==> src/inc/rbw_params.svh <==
/*
 Timing and reset constants for the relay board watchdog and status LEDs.
 Assumes a 10 MHz reference clock.
*/
`ifndef RBW_PARAMS_SVH
`define RBW_PARAMS_SVH
// ----------------------------------------------------------------
// Clock and timeout
// ----------------------------------------------------------------
`define RBW_CLK_HZ 10_000_000
`define RBW_TIMEOUT_S 30
`define RBW_TIMEOUT_CYC (`RBW_TIMEOUT_S * `RBW_CLK_HZ)
`define RBW_CNT_W 32
`define RBW_CNT_ZERO 32'h0000_0000
`define RBW_CNT_ONE 32'h0000_0001
`define RBW_BIT_OFF 1'h0
// ----------------------------------------------------------------
// Bit positions and masks
// ----------------------------------------------------------------
`define RBW_IN_WDOG 0
`define RBW_IN_FIRST_CMD 1
`define RBW_IN_LAST_CMD 9
`define RBW_IN_PHOT_FIT 10
`define RBW_IN_OZG_FIT 11
`define RBW_B_MR 0
`define RBW_B_OV 1
`define RBW_B_PU 2
`define RBW_B_TI 3
`define RBW_B_DI 4
`define RBW_B_CG 5
`define RBW_B_PH 6
`define RBW_B_OH 7
`define RBW_B_LA 8
// Only the pump survives a trip; it is neither valve, heater nor lamp
`define RBW_TRIP_KEEP 9'h004
`define RBW_DRV_OFF 9'h000
`define RBW_IND_OFF 8'h00
`endif

==> src/inc/rbw_pkg.sv <==
/*
 Types for the relay board watchdog block.
 Assumes rbw_params.svh is on the include path.
*/
`include "rbw_params.svh"
package rbw_pkg;
   typedef enum logic {RBW_RUN, RBW_TRIPPED} rbw_state_t;
   typedef logic [`RBW_CNT_W-1:0] rbw_cnt_t;
endpackage : rbw_pkg

==> src/rtl/rbw_sync.sv <==
/*
 Two flip-flop synchroniser for one level.
 Assumes the input is asynchronous to clk.
*/
`timescale 1ns/100ps
`default_nettype none
`include "rbw_params.svh"
module rbw_sync (
   input wire logic clk,
   input wire logic rst,
   input wire logic d,
   output logic q
);
   logic meta_reg;
   logic meta_next;
   logic q_reg;
   logic q_next;

   always_comb begin
      meta_next = d;
      q_next = meta_reg;
   end

   always_ff @(posedge clk or posedge rst) begin
      if (rst) begin
         meta_reg <= `RBW_BIT_OFF;
         q_reg <= `RBW_BIT_OFF;
      end else begin
         meta_reg <= meta_next;
         q_reg <= q_next;
      end
   end

   assign q = q_reg;
endmodule : rbw_sync
`default_nettype wire

==> src/rtl/rbw_top.sv <==
/*
 Relay board watchdog monitor and status indicator drive.
 Assumes host commands arrive as levels from an I2C port expander
 in another domain, option straps are static, one 10 MHz clock.
*/
`timescale 1ns/100ps
`default_nettype none
`include "rbw_params.svh"
// Overview of operation
// - Watchdog indicator follows host written level
// - Trip after level held for timeout
// - Trip closes valves, heaters and lamps off
// - Pump indicator mirrors pump drive when photometer fitted
// - Diluent, cal gas indicators mirror valves
// - Titration indicator mirrors titration chamber valve when either option fitted
// - Heater indicators mirror their heater drives when their own option is fitted
// - Option indicators gated by fitted options
module rbw_top #(
   // Trip time in clocks; a bench may shorten it to reach a trip
   parameter int TIMEOUT_CYC = `RBW_TIMEOUT_CYC
) (
   input wire logic ref_clk,
   input wire logic rst,
   input wire logic host_wdog,
   input wire logic host_meas_ref_valve,
   input wire logic host_ozone_gen_valve,
   input wire logic host_pump,
   input wire logic host_titration_valve,
   input wire logic host_diluent_valve,
   input wire logic host_cal_gas_valve,
   input wire logic host_photometer_heater,
   input wire logic host_ozone_gen_heater,
   input wire logic host_lamp,
   input wire logic photometer_fitted,
   input wire logic ozone_gen_fitted,
   output logic watchdog_indicator,
   output logic tripped,
   output logic meas_ref_valve_drive,
   output logic ozone_gen_valve_drive,
   output logic pump_drive,
   output logic titration_valve_drive,
   output logic diluent_valve_drive,
   output logic cal_gas_valve_drive,
   output logic photometer_heater_drive,
   output logic ozone_gen_heater_drive,
   output logic lamp_drive,
   output logic meas_ref_valve_indicator,
   output logic ozone_gen_valve_indicator,
   output logic pump_indicator,
   output logic titration_valve_indicator,
   output logic diluent_valve_indicator,
   output logic cal_gas_valve_indicator,
   output logic photometer_heater_indicator,
   output logic ozone_gen_heater_indicator
);
   import rbw_pkg::*;

   // ----------------------------------------------------------------
   // Input synchronisers
   // ----------------------------------------------------------------
   localparam int NIN = 12;
   logic [NIN-1:0] raw_in;
   logic [NIN-1:0] sync_in;

   assign raw_in = {ozone_gen_fitted, photometer_fitted, host_lamp,
      host_ozone_gen_heater, host_photometer_heater, host_cal_gas_valve,
      host_diluent_valve, host_titration_valve, host_pump,
      host_ozone_gen_valve, host_meas_ref_valve, host_wdog};

   genvar gi;
   generate
      for (gi = 0; gi < NIN; gi++) begin : g_sync
         rbw_sync u_sync (
            .clk(ref_clk),
            .rst(rst),
            .d(raw_in[gi]),
            .q(sync_in[gi])
         );
      end
   endgenerate

   logic wdog_s;
   logic phot_fit_s;
   logic ozg_fit_s;
   assign wdog_s = sync_in[`RBW_IN_WDOG];
   assign phot_fit_s = sync_in[`RBW_IN_PHOT_FIT];
   assign ozg_fit_s = sync_in[`RBW_IN_OZG_FIT];

   // ----------------------------------------------------------------
   // Watchdog monitor
   // ----------------------------------------------------------------
   // Trip latches until reset: a stalled host must not re-open valves
   // just by blinking again without a restart.
   rbw_state_t state_reg;
   rbw_state_t state_next;
   rbw_cnt_t cnt_reg;
   rbw_cnt_t cnt_next;
   logic wdog_reg;
   logic wdog_next;

   always_comb begin
      state_next = state_reg;
      wdog_next = wdog_s;
      cnt_next = cnt_reg;
      case (state_reg)
         RBW_RUN: begin
            if (wdog_s != wdog_reg) begin
               cnt_next = `RBW_CNT_ZERO;
            end else if (cnt_reg >= rbw_cnt_t'(TIMEOUT_CYC - 1)) begin
               state_next = RBW_TRIPPED;
            end else begin
               cnt_next = cnt_reg + `RBW_CNT_ONE;
            end
         end
         RBW_TRIPPED: begin
            state_next = RBW_TRIPPED;
         end
         default: begin
            state_next = RBW_RUN;
         end
      endcase
   end

   always_ff @(posedge ref_clk or posedge rst) begin
      if (rst) begin
         state_reg <= RBW_RUN;
         cnt_reg <= `RBW_CNT_ZERO;
         wdog_reg <= `RBW_BIT_OFF;
      end else begin
         state_reg <= state_next;
         cnt_reg <= cnt_next;
         wdog_reg <= wdog_next;
      end
   end

   // ----------------------------------------------------------------
   // Drives and indicators
   // ----------------------------------------------------------------
   // Drive and indicator bits sit at the RBW_B_* positions
   localparam int ND = 9;
   localparam int NI = 8;
   logic [ND-1:0] drv_reg;
   logic [ND-1:0] drv_next;
   logic [NI-1:0] ind_reg;
   logic [NI-1:0] ind_next;
   logic wdi_reg;
   logic wdi_next;
   logic trip_reg;
   logic trip_next;
   logic trip_now;

   always_comb begin
      trip_now = (state_next == RBW_TRIPPED);
      trip_next = trip_now;
      wdi_next = wdog_s;
      drv_next = sync_in[`RBW_IN_LAST_CMD:`RBW_IN_FIRST_CMD];
      if (trip_now) begin
         // Pump is left to the host; only valves, heaters, lamp forced
         drv_next = drv_next & `RBW_TRIP_KEEP;
      end
      // The lamp drive has no indicator, so it is not carried here
      ind_next = drv_next[NI-1:0];
      ind_next[`RBW_B_MR] = drv_next[`RBW_B_MR] & phot_fit_s;
      ind_next[`RBW_B_PU] = drv_next[`RBW_B_PU] & phot_fit_s;
      ind_next[`RBW_B_PH] = drv_next[`RBW_B_PH] & phot_fit_s;
      ind_next[`RBW_B_OV] = drv_next[`RBW_B_OV] & ozg_fit_s;
      ind_next[`RBW_B_OH] = drv_next[`RBW_B_OH] & ozg_fit_s;
      ind_next[`RBW_B_TI] = drv_next[`RBW_B_TI] &
         (phot_fit_s | ozg_fit_s);
   end

   always_ff @(posedge ref_clk or posedge rst) begin
      if (rst) begin
         drv_reg <= `RBW_DRV_OFF;
         ind_reg <= `RBW_IND_OFF;
         wdi_reg <= `RBW_BIT_OFF;
         trip_reg <= `RBW_BIT_OFF;
      end else begin
         drv_reg <= drv_next;
         ind_reg <= ind_next;
         wdi_reg <= wdi_next;
         trip_reg <= trip_next;
      end
   end

   assign watchdog_indicator = wdi_reg;
   assign tripped = trip_reg;
   assign meas_ref_valve_drive = drv_reg[`RBW_B_MR];
   assign ozone_gen_valve_drive = drv_reg[`RBW_B_OV];
   assign pump_drive = drv_reg[`RBW_B_PU];
   assign titration_valve_drive = drv_reg[`RBW_B_TI];
   assign diluent_valve_drive = drv_reg[`RBW_B_DI];
   assign cal_gas_valve_drive = drv_reg[`RBW_B_CG];
   assign photometer_heater_drive = drv_reg[`RBW_B_PH];
   assign ozone_gen_heater_drive = drv_reg[`RBW_B_OH];
   assign lamp_drive = drv_reg[`RBW_B_LA];
   assign meas_ref_valve_indicator = ind_reg[`RBW_B_MR];
   assign ozone_gen_valve_indicator = ind_reg[`RBW_B_OV];
   assign pump_indicator = ind_reg[`RBW_B_PU];
   assign titration_valve_indicator = ind_reg[`RBW_B_TI];
   assign diluent_valve_indicator = ind_reg[`RBW_B_DI];
   assign cal_gas_valve_indicator = ind_reg[`RBW_B_CG];
   assign photometer_heater_indicator = ind_reg[`RBW_B_PH];
   assign ozone_gen_heater_indicator = ind_reg[`RBW_B_OH];
endmodule : rbw_top
`default_nettype wire

==> config.mk <==
export PLATFORM = sky130hd
export DESIGN_NAME = rbw_top
export DESIGN_NICKNAME = d
export VERILOG_FILES = /design/src/inc/rbw_pkg.sv /design/src/rtl/rbw_sync.sv /design/src/rtl/rbw_top.sv
export VERILOG_INCLUDE_DIRS = /design/src /design/src/inc
export SDC_FILE = /design/constraint.sdc
export NUM_CORES = 1
export LEC_CHECK = 0
export ABC_AREA = 1
export BUFFER_PORTS_ARGS = -buffer_cell sky130_fd_sc_hd__clkbuf_2
export CELL_PAD_IN_SITES_DETAIL_PLACEMENT = 2
export CELL_PAD_IN_SITES_GLOBAL_PLACEMENT = 2
export CORE_MARGIN = 2
export CORE_UTILIZATION = 31
export DETAILED_ROUTE_END_ITERATION = 8
export GPL_TIMING_DRIVEN = 0
export PLACE_DENSITY_LB_ADDON = 0.1
export SYNTH_ARGS = -nofsm -noshare
export SYNTH_HDL_FRONTEND = slang
export SYNTH_SLANG_ARGS = --single-unit
export TNS_END_PERCENT = 1
==> constraint.sdc <==
create_clock -name ref_clk -period 2.25 [get_ports ref_clk]
set_input_delay 0.45 -clock ref_clk [delete_from_list [all_inputs] [get_ports ref_clk]]
set_output_delay 0.45 -clock ref_clk [all_outputs]
set_load 0.05 [all_outputs]
After elaboration in Yosys (flattened, before gate mapping)

Index checks and enable logic that the tools add are counted.

Flip-flop bits (word level): 75
Input port bits: 14
Logic and storage cells: 48

Add/subtract/negate cells: 1
Magnitude comparators: 1
Eq/ne operators: 2
Multiplexer cells: 6
Bitwise gates (word level): 8
Reductions and logical operators: 1

Operators by type and width:

| cell                    | number |
|---|---|
| $mux W32                | 2 |
| $add A32 B1 Y32 const B | 1 |
| $ge A32 B29 Y1 const B  | 1 |
| $mux W9                 | 1 |
| $and A1 B1 Y1           | 6 |
| $mux W1                 | 2 |
| $ne A2 B2 Y1 const B    | 1 |
| $pmux W1 S2             | 1 |
| $reduce_and A2 Y1       | 1 |
| $ne A1 B1 Y1            | 1 |
| $not A1 Y1              | 1 |
| $or A1 B1 Y1            | 1 |

Logic depth before layout (Yosys ltp)

Depth after elaboration: 6
Depth in mapped cells: 13
Gate-level depth less buffers: 11

Cells and area by module

From an unflattened synthesis, not the netlist that was laid out.

Cell total of the unflattened synthesis: 482
Area total of the unflattened synthesis: 3,569.7 µm²

By module, submodules not included:

| module   | times used | cells each | area an instance (µm²) | seq. area each (µm²) |
|---|---|---|---|---|
| rbw_top  | 1          | 446        | 2,924.1                | 1,226.2 |
| rbw_sync | 12         | 3          | 53.8                   | 50.0 |

Worst setup path after synthesis

Ideal clock, no wire load.

Kind: flip-flop to flip-flop
From: register, netlist name watchdog_indicator
To: register cnt_reg[14]
Library setup time: 65 ps
Arrival: 1,595 ps
Slack: 590 ps
Stages on the path, launching flop included: 8
Path buffers: 2
Clock period less this slack: 1,660 ps
Cells stage by stage: dfrtp_1 -> xnor2_1 -> nor2_1 -> inv_1 -> buf_2 -> buf_2 -> nand3_1 -> nand2_1

RTL lines:

| what                 | RTL line       | RTL |
|---|---|---|
| to (signal assigned) | rbw_top.sv:127 | `` cnt_reg <= `RBW_CNT_ZERO; `` |
| to (signal assigned) | rbw_top.sv:131 | `cnt_reg <= cnt_next;` |
| to (decl)            | rbw_top.sv:96  | `rbw_cnt_t cnt_reg;` |

Final worst setup path

From: register cnt_reg[0]
To: register cnt_reg[23]

Longest elaborated chain between the ends: 3
Elaborated cells on any way between the ends: 6
Classes of those cells: add/sub (1); order compare (1); eq/ne (1); mux (2); reduce/logical (1)

RTL lines:

| what |
|---|
| $add A32 B1 Y32 (no source line) or $ge A32 B29 Y1 (tied branches) |
| $mux W32 or $ne A2 B2 Y1 (tied branches) |
| $mux W32 or $reduce_and A2 Y1 (tied branches) |

Several ways; a longest one is shown, not always the timed one. The select of a mux whose other input is x is not followed.
A chain may end at the register's enable or synchronous reset.

==> impl_metrics.csv <==
group,metric,value,unit
outcome,outcome,"completed",
floorplanning,die-width,111,um
clocking,ctsResizeCount,0,
setup_path,setup.worst_path.end_class,"flop",
detailed_routing,per_cell_routed_wire_length,16.7,um
floorplanning,dieArea,12300,um^2
clocking,clock-root-buffer,"sky130_fd_sc_hd__clkbuf_16",
pwr,intPower,2.20,mW
yosys,synth_area,3550,um^2
setup_path,critical_path_cell_list,"ha_2, nand3_4, nor2_4, nand2_1, nand2_1, nand2_1, nand2_2, nand2_4, buf_6, nand2_1, nand2_1",
placement,place.gp.congestion,0.814,
grt,grt_pass1_vias,3545,
cells_and_area,final_design_area_no_fill,4220,um^2
yosys,synthesis.instances,467,
setup_path,critical_path_arrival,2280,ps
setup_path,crit_path_max_fanout,10,
detailed_routing,ant_nets,0,
yosys,synthesis.nets,482,
timing,timing.slew.headroom,62.8,%
placement,port_buffers,32,
yosys,ys_async_sr_fraction,100,%
floorplanning,top_level_ports,33,
cells_and_area,multiInputGateArea,1460,um^2
pwr,p_switching,817,uW
worst_hold_path,hold_path_class,"input pin to async pin",
detailed_routing,detailedRoute.firstIterationViolations,69,
yosys,synth_area_per_cell,7.60,um^2
floorplanning,initial_core_util,31.5,%
detailed_routing,vias,3125,
setup_path,slowest_stage,"sky130_fd_sc_hd__dfrtp_1",
pwr,worst_ir_drop_vdd,0.449,mV
floorplanning,fp.dieH,111,um
cells_and_area,nFillCells,1293,
placement,place_hpwl,8280,um
yosys,synth_top_area_cell,"sky130_fd_sc_hd__dfrtp_1",
yosys,ys_ff_latch,73,
detailed_routing,drt-total-wl,11000,um
yosys,fraction_of_synthesized_cell_area_taken_by_the_top_area_cell_type,51.5,%
yosys,synth_top_flop_cell,"sky130_fd_sc_hd__dfrtp_1",
timing,setup-violations-final,0,
setup_path,timing.critical_path.from_type,"flop",
grt,grt_remaining_overflow,0,
floorplanning,core.rowCount,39,
timing,hold_viol,0,
cells_and_area,diodes,0,
grt,grt.total_usage,19.8,%
flow_run,max-cap-violations,0,
setup_path,cp_slowest_stage_delay,470,ps
timing,fin_skew,7.48,ps
pwr,power.share.switching,27.1,%
clocking,clock-sinks,73,
clocking,cts_tree,"done",
yosys,yosys-top-cells-count,"164 x sky130_fd_sc_hd__nand2_1, 94 x sky130_fd_sc_hd__nor2_1, 73 x sky130_fd_sc_hd__dfrtp_1",
yosys,ys_seq_area_share,51.5,%
cells_and_area,areaGrowthSynthToFinish,19.0,%
clocking,clk_pin_slew,70,ps
placement,postPlaceCellArea,3930,um^2
clocking,cts_made_buffers,9,
clocking,htreeDepth,3,
setup_path,timing_worst_setup_path_type,"flop to flop",
timing,worst-slew-pin-transition,558,ps
pwr,power.leakage,2.02,nW
setup_path,required,2490,ps
cells_and_area,layout.nets,527,
cells_and_area,layout_cell_share_with_drive_strength_beyond_1,14.7,%
cells_and_area,largest_register_ffs,32,
timing,setup_tns,0,ps
timing,grt_setup_unrepaired,"false",
clocking,cts_hold_fix_bufs,0,
clocking,cts.repair_timing.setup_buffer_count,0,
cells_and_area,seqCellArea,1830,um^2
timing,period_needed,2050,ps
setup_path,critical-path-top-cell-by-count,"sky130_fd_sc_hd__nand2_1",
pwr,combPwrFrac,7.4,%
pwr,pwr-share-clk,46.6,%
grt,grt_first_pass_wirelength,18900,um
grt,grt_max_degree,33,
grt,antenna_violations_before_repair,0,
timing,fmax,488,MHz
detailed_routing,avgViaCountPerCell,4.73,
detailed_routing,drt_pass1_iterations,4,
clocking,cts-root-to-sink-buffers,2,
yosys,ys.warnings.count,0,
clocking,worstSkewPairLatency,350,ps
pwr,sequentialPowerShare,46.0,%
floorplanning,core_region_area,11300,um^2
detailed_routing,remaining_drc_errors,0,
yosys,synth-edff-count,0,
yosys,netlist-cell-type-count,23,
timing,timing.final.max_slew_violations,0,
timing,fin_crit_sh,91.1,%
yosys,library_cell_with_the_highest_instance_count_after_synthesis,"sky130_fd_sc_hd__nand2_1",
pwr,power_per_cell_area,714,nW/um^2
yosys,synth.area.top_cells,"sky130_fd_sc_hd__dfrtp_1 51%, sky130_fd_sc_hd__nand2_1 17%, sky130_fd_sc_hd__nor2_1 9.9%, sky130_fd_sc_hd__nand3_1 7.0%, sky130_fd_sc_hd__inv_1 4.3%",
-- per-layer routing --
layer | vias to the layer above | track usage, % | routed length, um
met1 | 1570 | 24.9 | 4900
li1 | 1502 | - | -
met5 | - | 0 | 0
met3 | 13 | 2.95 | 263
met2 | 40 | 34.2 | 5620
met4 | 0 | 8.17 | 213
-- worst paths after layout --
path | from | end | slack (ps) | cells past startpoint
setup / recovery | cnt_reg[0] | cnt_reg[23] | 200 | 11
hold / removal | rst | cnt_reg[12] | 80 | 2
setup reg to reg | cnt_reg[0] | cnt_reg[23] | 200 | 11
hold reg to reg | g_sync[4].u_sync.meta_reg | g_sync[4].u_sync.q | 350 | 0
max in group asynchronous | rst | ind_reg[1] | 1460 | 4
min in group ref_clk | host_diluent_valve | g_sync[5].u_sync.meta_reg | 210 | 1
-- cell families (layout without fill, tap and decap cells) --
kind of cell / Yosys count / count (layout) / share of synthesized area (%)
flip-flops: 73 / 73 / 51.5
XOR/XNOR: 15 / 15 / 3.70
AO/OA/AOI/OAI: 2 / 2 / 0.282
AND/OR/NAND/NOR: 318 / 318 / 36.7
adder cells (fa/ha/maj): 1 / 1 / 0.352
buffers and inverters: 58 / 108 / 7.51
-- placed cells by master (no fill, tap or decap) --
cell type                    instances
sky130_fd_sc_hd__nand2_1           164
sky130_fd_sc_hd__nor2_1             94
sky130_fd_sc_hd__dfrtp_1            73
sky130_fd_sc_hd__nand3_1            50
sky130_fd_sc_hd__inv_1              40
sky130_fd_sc_hd__clkbuf_2           32
sky130_fd_sc_hd__clkbuf_16           9
sky130_fd_sc_hd__xor2_1              8
sky130_fd_sc_hd__xnor2_1             7
sky130_fd_sc_hd__buf_4               5
sky130_fd_sc_hd__nor2_2              4
sky130_fd_sc_hd__clkinvlp_4          4
sky130_fd_sc_hd__buf_2               3
sky130_fd_sc_hd__inv_2               3
sky130_fd_sc_hd__buf_6               3
sky130_fd_sc_hd__inv_6               3
sky130_fd_sc_hd__clkbuf_1            2
sky130_fd_sc_hd__buf_12              2
sky130_fd_sc_hd__a21oi_1             1
sky130_fd_sc_hd__nand3_4             1
sky130_fd_sc_hd__nor2_4              1
sky130_fd_sc_hd__and2_1              1
sky130_fd_sc_hd__nand2_2             1
sky130_fd_sc_hd__nand2_4             1
sky130_fd_sc_hd__clkbuf_4            1
sky130_fd_sc_hd__o21ai_0             1
sky130_fd_sc_hd__or2_2               1
sky130_fd_sc_hd__ha_2                1
sky130_fd_sc_hd__clkbuf_8            1
-- cell type report --
type                    instances  area share [%]
clock buffers                  10            5.66
well taps                     143            4.24
inverters                      44            4.00
plain buffers                  14            2.40
flip-flops and latches         73            43.3
clock inverters                 6            1.16
multi-input cells             336            34.5
repair buffers                 34            4.74
-- worst max-delay path, delay by kind of cell (launching register included) --
| family | cells | cell delay [ps] |
|---|---|---|
| adders and majority gates | 1 | 330 |
| buffers and inverters | 1 | 180 |
| DFF | 1 | 470 |
| and+or+nand+nor | 9 | 960 |
-- power by group through the flow --
stage | combinational (mW) | sequential (mW) | clock, mW
after floorplan | 0.0948 | 1.46 | 0
after global placement | 0.212 | 1.41 | 0
after detailed placement | 0.227 | 1.41 | 0
after CTS | 0.229 | 1.39 | 1.45
after global routing | 0.248 | 1.39 | 1.49
final | 0.223 | 1.39 | 1.41
-- through the flow --
step                      hold WS, ps  util (%)  cells  total power, mW  setup slack [ps]
after floorplan                   331         -    467             1.55               590
after global placement            332      34.5    642             1.62              84.5
after detailed placement          337      34.9    644             1.64              64.9
after CTS                        88.2      37.4    660             3.07              49.9
after global routing              119      37.5    660             3.13              12.1
final                            75.9      37.5    660             3.02               200
(Power assumes the default switching activity.)
